--- config.mk ---
export PLATFORM = sky130hd
export DESIGN_NAME = dsf_cmd
export DESIGN_NICKNAME = d
export VERILOG_FILES = /design/src/verilog/dsf_pkg.sv /design/src/verilog/dsf_cmd.sv
export VERILOG_INCLUDE_DIRS = /design/src /design/src/verilog
export SDC_FILE = /design/constraint.sdc
export NUM_CORES = 1
export LEC_CHECK = 0
export BUFFER_PORTS_ARGS = -buffer_cell sky130_fd_sc_hd__clkbuf_2
export CAP_MARGIN = 10
export CORE_ASPECT_RATIO = 0.9
export CORE_MARGIN = 2
export CORE_UTILIZATION = 50
export DETAILED_ROUTE_END_ITERATION = 10
export GPL_ROUTABILITY_DRIVEN = 0
export GPL_TIMING_DRIVEN = 0
export PLACE_DENSITY = 0.87
export SLEW_MARGIN = 30
export SYNTH_ARGS = -nofsm -noshare
export SYNTH_HDL_FRONTEND = slang
export SYNTH_SLANG_ARGS = --single-unit
--- constraint.sdc ---
create_clock -name ref_clk -period 2.6 [get_ports ref_clk]
set_clock_uncertainty 0.2 [all_clocks]
set_input_delay 0.26 -clock ref_clk [delete_from_list [all_inputs] [get_ports ref_clk]]
set_output_delay 0.26 -clock ref_clk [all_outputs]
set_load 0.005 [all_outputs]
--- src/verilog/dsf_params.svh ---
// constants for the special function command decoder
`ifndef DSF_PARAMS_SVH
`define DSF_PARAMS_SVH
`define DSF_SEL_SFR       2'h0
`define DSF_CODE_PD       5'h08
`define DSF_CODE_PU       5'h09
`define DSF_CODE_MON      5'h0A
`define DSF_CODE_CTRL     5'h0C
`define DSF_CODE_RST      5'h0F
`define DSF_B_PDHIZ       13
`define DSF_B_REFLVL      12
`define DSF_B_BOOST       11
`define DSF_B_REFSRC      10
`define DSF_B_MONEN       9
`define DSF_B_THERM       8
`define DSF_B_TGL0        2
`define DSF_MON_LO        8
`define DSF_CTRL_MASK     14'h3F3C
`define DSF_CTRL_RESET    14'h2000
`define DSF_MON_TRISTATE  6'h3F
`define DSF_MON_LAST_IN   6'h23
`define DSF_CLK_KHZ       20000
`define DSF_WAKE_US       8
`define DSF_RST_US        135
`endif

--- src/verilog/dsf_pkg.sv ---
// types for the special function command decoder
package dsf_pkg;
  typedef enum logic [1:0] {
    DSF_IDLE  = 2'b00,
    DSF_WAKE  = 2'b01,
    DSF_RESET = 2'b10
  } dsf_mode_e;

  typedef struct packed {
    logic        valid;
    logic [1:0]  reg_sel;
    logic        rw;
    logic        ab;
    logic [4:0]  addr;
    logic [13:0] data;
  } dsf_cmd_s;

  typedef struct packed {
    dsf_mode_e   mode;
    logic [11:0] timer;
    logic        sw_pd;
    logic        therm_trip;
    logic [13:0] ctrl;
    logic [5:0]  mon_sel;
    logic [3:0]  ab_state;
    logic        rd_valid;
    logic [13:0] rd_data;
    logic        dw_valid;
    logic [4:0]  dw_chan;
    logic        dw_use_b;
    logic        clr_out;
  } dsf_state_s;
endpackage

--- src/verilog/dsf_cmd.sv ---
// special function command decoder of a 32-channel output converter
`include "dsf_params.svh"

module dsf_cmd #(
  parameter logic REF_LEVEL_DEFAULT = 1'b1, // reset value of bit 12
  parameter int   TIMER_W           = 12    // settle/busy counter width
) (
  input  wire logic              ref_clk,        // 20 MHz clock
  input  wire logic              reset_n,        // async reset
  input  wire dsf_pkg::dsf_cmd_s cmd,            // decoded command word
  input  wire logic              hw_pd_req,      // hardware power-down
  input  wire logic              die_overtemp,   // die above 130 C
  input  wire logic              output_load_strobe, // load pulse
  output logic                   busy,           // soft reset running
  output logic                   powered_down,   // effective power-down
  output logic                   amp_ready,      // amplifiers settled
  output logic                   pd_output_hiz,  // pd state: hi-z
  output logic                   ref_level_high, // 2.5 V reference
  output logic                   amp_boost_en,   // amplifier boost
  output logic                   int_ref_en,     // internal reference
  output logic [3:0]             toggle_en,      // toggle per group
  output logic [3:0]             group_use_b,    // group shows B
  output logic [5:0]             monitor_sel,    // monitor address
  output logic                   monitor_oe,     // monitor driven
  output logic                   rd_valid,       // read answer pulse
  output logic [13:0]            rd_data,        // read answer data
  output logic                   dw_valid,       // data write pulse
  output logic [4:0]             dw_chan,        // data write channel
  output logic                   dw_use_b,       // data write to B
  output logic                   clear_channels  // clear outputs pulse
);
  import dsf_pkg::*;

  localparam int WAKE_CYC = `DSF_WAKE_US * `DSF_CLK_KHZ / 1000;
  localparam int RST_CYC  = `DSF_RST_US * `DSF_CLK_KHZ / 1000;

  initial
  begin
    if (WAKE_CYC < 1 || RST_CYC < 1 || RST_CYC >= (1 << TIMER_W))
      $error("timer width cannot hold the settle counts");
  end

  function automatic logic is_sfr(input dsf_cmd_s c,
                                  input logic [4:0] code);
    is_sfr = c.valid && c.reg_sel == `DSF_SEL_SFR && c.addr == code;
  endfunction

  function automatic logic mon_drives(input logic [5:0] sel);
    mon_drives = sel <= `DSF_MON_LAST_IN;
  endfunction

  dsf_state_s st_reg;
  dsf_state_s st_next;
  logic       pd_eff;
  logic       not_busy;
  logic       wr_ok;
  logic       cmd_pd;
  logic       cmd_pu;
  logic       cmd_rst;
  logic       cmd_mon;
  logic       cmd_cw;
  logic       cmd_cr;
  logic       cmd_dw;
  logic [3:0] ab_flip;

  assign pd_eff   = hw_pd_req | st_reg.sw_pd | st_reg.therm_trip;
  assign not_busy = st_reg.mode != DSF_RESET;
  // writes of any register but power-down and power-up are refused while powered down
  assign wr_ok    = not_busy && !pd_eff;

  assign cmd_pd  = is_sfr(cmd, `DSF_CODE_PD) && !cmd.rw && not_busy;
  assign cmd_pu  = is_sfr(cmd, `DSF_CODE_PU) && !cmd.rw && not_busy;
  assign cmd_rst = is_sfr(cmd, `DSF_CODE_RST) && !cmd.rw && wr_ok;
  assign cmd_mon = is_sfr(cmd, `DSF_CODE_MON) && !cmd.rw && wr_ok;
  assign cmd_cw  = is_sfr(cmd, `DSF_CODE_CTRL) && !cmd.rw && wr_ok;
  assign cmd_cr  = is_sfr(cmd, `DSF_CODE_CTRL) && cmd.rw && not_busy;
  assign cmd_dw  = cmd.valid && cmd.reg_sel != `DSF_SEL_SFR && !cmd.rw
                   && wr_ok;

  genvar g;
  generate
    for (g = 0; g < 4; g++)
    begin : g_tgl
      // load strobe flips only groups with toggle enabled
      assign ab_flip[g] = output_load_strobe
                          && st_reg.ctrl[`DSF_B_TGL0 + g];
    end
  endgenerate

  always_comb
  begin
    st_next          = st_reg;
    st_next.rd_valid = 1'b0;
    st_next.dw_valid = 1'b0;
    st_next.clr_out  = 1'b0;
    st_next.ab_state = st_reg.ab_state ^ ab_flip;

    unique case (st_reg.mode)
      DSF_IDLE:
        st_next.timer = '0;
      DSF_WAKE:
      begin
        if (st_reg.timer == '0)
          st_next.mode = DSF_IDLE;
        else
          st_next.timer = st_reg.timer - 1'b1;
        if (pd_eff)
          st_next.mode = DSF_IDLE;
      end
      DSF_RESET:
      begin
        if (st_reg.timer == '0)
          st_next.mode = DSF_IDLE;
        else
          st_next.timer = st_reg.timer - 1'b1;
      end
      default:
        st_next.mode = DSF_IDLE;
    endcase

    if (cmd_pd)
      st_next.sw_pd = 1'b1;
    if (cmd_pu)
    begin
      st_next.sw_pd = 1'b0;
      // amplifiers only come back once the die is cool again
      if (!die_overtemp)
        st_next.therm_trip = 1'b0;
      if (!hw_pd_req && (die_overtemp ? !st_reg.therm_trip
                                      : 1'b1) && pd_eff)
      begin
        st_next.mode  = DSF_WAKE;
        st_next.timer = TIMER_W'(WAKE_CYC - 1);
      end
    end
    // a fresh overtemperature wins over a clearing power-up
    if (st_reg.ctrl[`DSF_B_THERM] && die_overtemp)
      st_next.therm_trip = 1'b1;

    if (cmd_cw)
      st_next.ctrl = cmd.data & `DSF_CTRL_MASK;
    if (cmd_cr)
    begin
      st_next.rd_valid = 1'b1;
      st_next.rd_data  = st_reg.ctrl & `DSF_CTRL_MASK;
    end
    if (cmd_mon)
      st_next.mon_sel = cmd.data[13:`DSF_MON_LO];
    if (cmd_dw)
    begin
      st_next.dw_valid = 1'b1;
      st_next.dw_chan  = cmd.addr;
      st_next.dw_use_b = cmd.ab
                         && st_reg.ctrl[`DSF_B_TGL0 + cmd.addr[4:3]];
    end
    if (cmd_rst)
    begin
      st_next.ctrl = `DSF_CTRL_RESET;
      st_next.ctrl[`DSF_B_REFLVL] = REF_LEVEL_DEFAULT;
      st_next.mon_sel  = `DSF_MON_TRISTATE;
      st_next.ab_state = '0;
      st_next.clr_out  = 1'b1;
      st_next.mode     = DSF_RESET;
      st_next.timer    = TIMER_W'(RST_CYC - 1);
    end
  end

  always_ff @(posedge ref_clk or negedge reset_n)
  begin
    if (!reset_n)
    begin
      st_reg          <= '0;
      st_reg.mode     <= DSF_IDLE;
      st_reg.ctrl     <= `DSF_CTRL_RESET;
      st_reg.ctrl[`DSF_B_REFLVL] <= REF_LEVEL_DEFAULT;
      st_reg.mon_sel  <= `DSF_MON_TRISTATE;
    end
    else
      st_reg <= st_next;
  end

  assign busy           = st_reg.mode == DSF_RESET;
  assign powered_down   = pd_eff;
  assign amp_ready      = !pd_eff && st_reg.mode == DSF_IDLE;
  assign pd_output_hiz  = st_reg.ctrl[`DSF_B_PDHIZ];
  assign ref_level_high = st_reg.ctrl[`DSF_B_REFLVL];
  assign amp_boost_en   = st_reg.ctrl[`DSF_B_BOOST];
  assign int_ref_en     = st_reg.ctrl[`DSF_B_REFSRC];
  assign toggle_en      = st_reg.ctrl[`DSF_B_TGL0 +: 4];
  assign group_use_b    = st_reg.ab_state;
  assign monitor_sel    = st_reg.mon_sel;
  // undefined addresses and 63 leave the pin undriven
  assign monitor_oe     = st_reg.ctrl[`DSF_B_MONEN]
                          && mon_drives(st_reg.mon_sel);
  assign rd_valid       = st_reg.rd_valid;
  assign rd_data        = st_reg.rd_data;
  assign dw_valid       = st_reg.dw_valid;
  assign dw_chan        = st_reg.dw_chan;
  assign dw_use_b       = st_reg.dw_use_b;
  assign clear_channels = st_reg.clr_out;
endmodule // dsf_cmd

==> results.json <==
{
  "cts_sinks": 55,
  "r2r-start": "st_reg[48]",
  "ys_seq_area_share_pct": 47.5,
  "period_minus_slack_ns": 2.38,
  "root_buffer": "clkbuf_8",
  "num_rows": 26,
  "timing.critical_path.from_type": "register",
  "fin_area_um2": 3570,
  "avgSynthCellArea_um2": 11.0,
  "power_mw": 1.54,
  "setup_slack_ns": 0.224,
  "viasPerCell": 5.23,
  "clk_latency_ns": 0.31,
  "leakage_nw": 1.91,
  "grt_pass1_vias": 2115,
  "timing.fmax_mhz": 421,
  "swShare_pct": 22.1,
  "report.final.slew_viol_count": 0,
  "drive_gt1_share_pct": 40.9,
  "largest_reg_flops": 18,
  "mostFrequentLayoutCells": "63 x clkbuf_2, 47 x dfrtp_1, 33 x buf_4",
  "area_delta_synth_final_pct": 22.1,
  "arrival_ns": 2.38,
  "multi_input_comb_area_um2": 1240,
  "p_int_mw": 1.20,
  "wl_per_cell_um": 14.2,
  "p_per_area_nw_per_um2": 431,
  "initial_core_util_pct": 51.6,
  "cts_buffer_depth": 2,
  "required_ns": 2.60,
  "seq_area_um2": 1390,
  "ys_warn_count": 0,
  "num-nets-final": 383,
  "outcome": "finished, final reports clean",
  "cts_buffers": 5,
  "overflow": 0,
  "cp_max_fo": 8,
  "seqPwrFrac_pct": 56.3,
  "crit_start": "st_reg[48]",
  "h-tree-depth": 2,
  "drc_errors": 0,
  "finalSetupViolCount": 0,
  "tns_ns": 0,
  "dr.pass1.iters": 4,
  "syn_inst": 265,
  "post-route-period-util_pct": 91.4,
  "end_kind": "register",
  "hold_class": "input port to register",
  "timing.critical_path.to": "toggle_en[3]",
  "drt_wl_total_um": 5980,
  "hpwl_um": 4340,
  "cts_tree": "yes",
  "die-area_um2": 6470,
  "r2r_slack_ns": 0.22,
  "grt_usage_pct": 19.3,
  "grt_pass1_wl_um": 10100,
  "holdWs_ns": 0.0105,
  "reg2regPathDepth": 7,
  "n_fill_cell": 413,
  "drtAntennaViolNets": 0,
  "path_clk_slew_ns": 0.10,
  "drtIter0Drc": 100,
  "synth_cell_types": 47,
  "dpl_worst_slack_ns": -0.135,
  "finalHoldViolations": 0,
  "mostFrequentLayoutCell": "clkbuf_2",
  "max-vdd-ir-drop_mv": 0.321,
  "antenna_found_initial": 0,
  "diodes": 0,
  "die_h_um": 76.5,
  "p_sw_uw": 339,
  "portBuffers": 64,
  "worst_pin_slew_ns": 0.730,
  "rr_endpoint": "toggle_en[3]",
  "ys_seq_elements": 55,
  "boundaryPins": 74,
  "worstHoldStart": "cmd[8]",
  "comb_power_share_pct": 7.1,
  "vias": 2195,
  "relSlewSlack_pct": 51.3,
  "clock_power_share_pct": 36.6,
  "maxCapViolCount": 0,
  "place_area_um2": 3340,
  "die_w_um": 84.6,
  "grt_max_degree": 56,
  "core_area_um2": 5660,
  "synthesis.area_um2": 2920,
  "path_class": "register to register",
  "rsz0062_at_grt": "no"
}
==> per-layer routing <==
layer / GRT usage [%] / share of wire (%) / vias up
met5: 0 / 0 / -
met4: 5.56 / 1.2 / 0
met3: 4.33 / 5.0 / 8
met2: 32.3 / 49 / 56
met1: 25.2 / 44 / 1065
li1: - / - / 1066
==> area by class of cell <==
class	count	area share, %
inverter	12	1.26
clock buffer	6	2.03
buffer	39	7.85
timing repair buffer	74	11.9
sequential	55	38.8
clock inverter	2	1.05
multi-input combinational	162	34.6
tap	70	2.45
==> critical path, stage by stage (launching register included) <==
cell	delay (ns)
dfrtp_1	0.41
nor3_2	0.26
inv_1	0.13
or3_1	0.32
buf_2	0.20
nor3_2	0.30
nor2_1	0.21
a22o_1	0.23
==> synthesized netlist by cell type, drive strengths merged <==
library cell / count / share of area (%)
a211oi: 3 / 0.77
dfrtp: 47 / 40
nand4: 2 / 0.43
nor4b: 3 / 1.9
nand2b: 1 / 0.21
mux4: 1 / 0.77
or4: 1 / 0.39
o21a: 1 / 0.26
o211ai: 2 / 0.51
conb: 1 / 0.13
o21ai: 9 / 1.5
and3: 2 / 0.43
nor4: 4 / 1.9
o31ai: 4 / 1.0
nor2: 22 / 2.9
xnor2: 2 / 0.60
nand3: 6 / 1.5
and2: 2 / 0.43
inv: 12 / 1.5
dfstp: 8 / 7.2
a21oi: 7 / 1.2
nor3b: 2 / 0.51
nand2: 19 / 2.4
xor2: 6 / 1.8
a22o: 8 / 2.4
a31o: 1 / 0.30
buf: 36 / 9.2
ha: 5 / 2.1
nor4bb: 1 / 0.34
mux2i: 8 / 2.7
a32o: 1 / 0.34
clkbuf: 3 / 0.39
nand4b: 1 / 0.30
mux2: 15 / 6.9
a31oi: 1 / 0.21
nor3: 14 / 3.1
a221oi: 1 / 0.30
or3: 3 / 0.64
==> cell families after synthesis <==
logic type	after synthesis	share of synthesized area [%]
AOI/OAI and AO/OA	38	8.87
xor gates and xnor gates	8	2.40
adders and majority gates	5	2.14
and+or+nand+nor	83	17.4
muxes	24	10.4
DFF	55	47.5
buffers and inverters	51	11.1
other	1	0.128
==> power by group through the flow <==
stage | clock, mW | combinational [mW] | sequential (mW)
2_1_floorplan | 0 | 0.0420 | 0.882
4_1_cts | 0.569 | 0.109 | 0.866
5_1_grt | 0.607 | 0.120 | 0.867
3_3_place_gp | 0 | 0.0943 | 0.882
3_5_place_dp | 0 | 0.0967 | 0.882
6_report | 0.563 | 0.108 | 0.866
==> how the worst min path moves through the flow <==
stage                     depth (start not counted)            end  slack [ns]
final                                             2     st_reg[41]        0.01
after global routing                              2   toggle_en[3]       0.003
after CTS                                         2     st_reg[41]       0.001
after detailed placement                          1     rd_data[9]        0.19
after global placement                            3  pd_output_hiz        0.27
after floorplan                                   0   amp_boost_en       -0.24
==> per-stage QoR <==
stage	cells	util [%]
after floorplan	268	-
after global placement	402	59.0
after detailed placement	402	59.1
after CTS	420	62.9
after global routing	420	63.0
final	420	63.0
==> repair_timing <==
action / 4_1_cts / 5_1_grt
endpoints found under the setup margin: 7 / 6
gates resized for setup: 1 / 1
buffers inserted: 0 / 0
hold buffers: 10 / 0
hold endpoints to repair: 56 / 0
(Power assumes the default switching activity.)
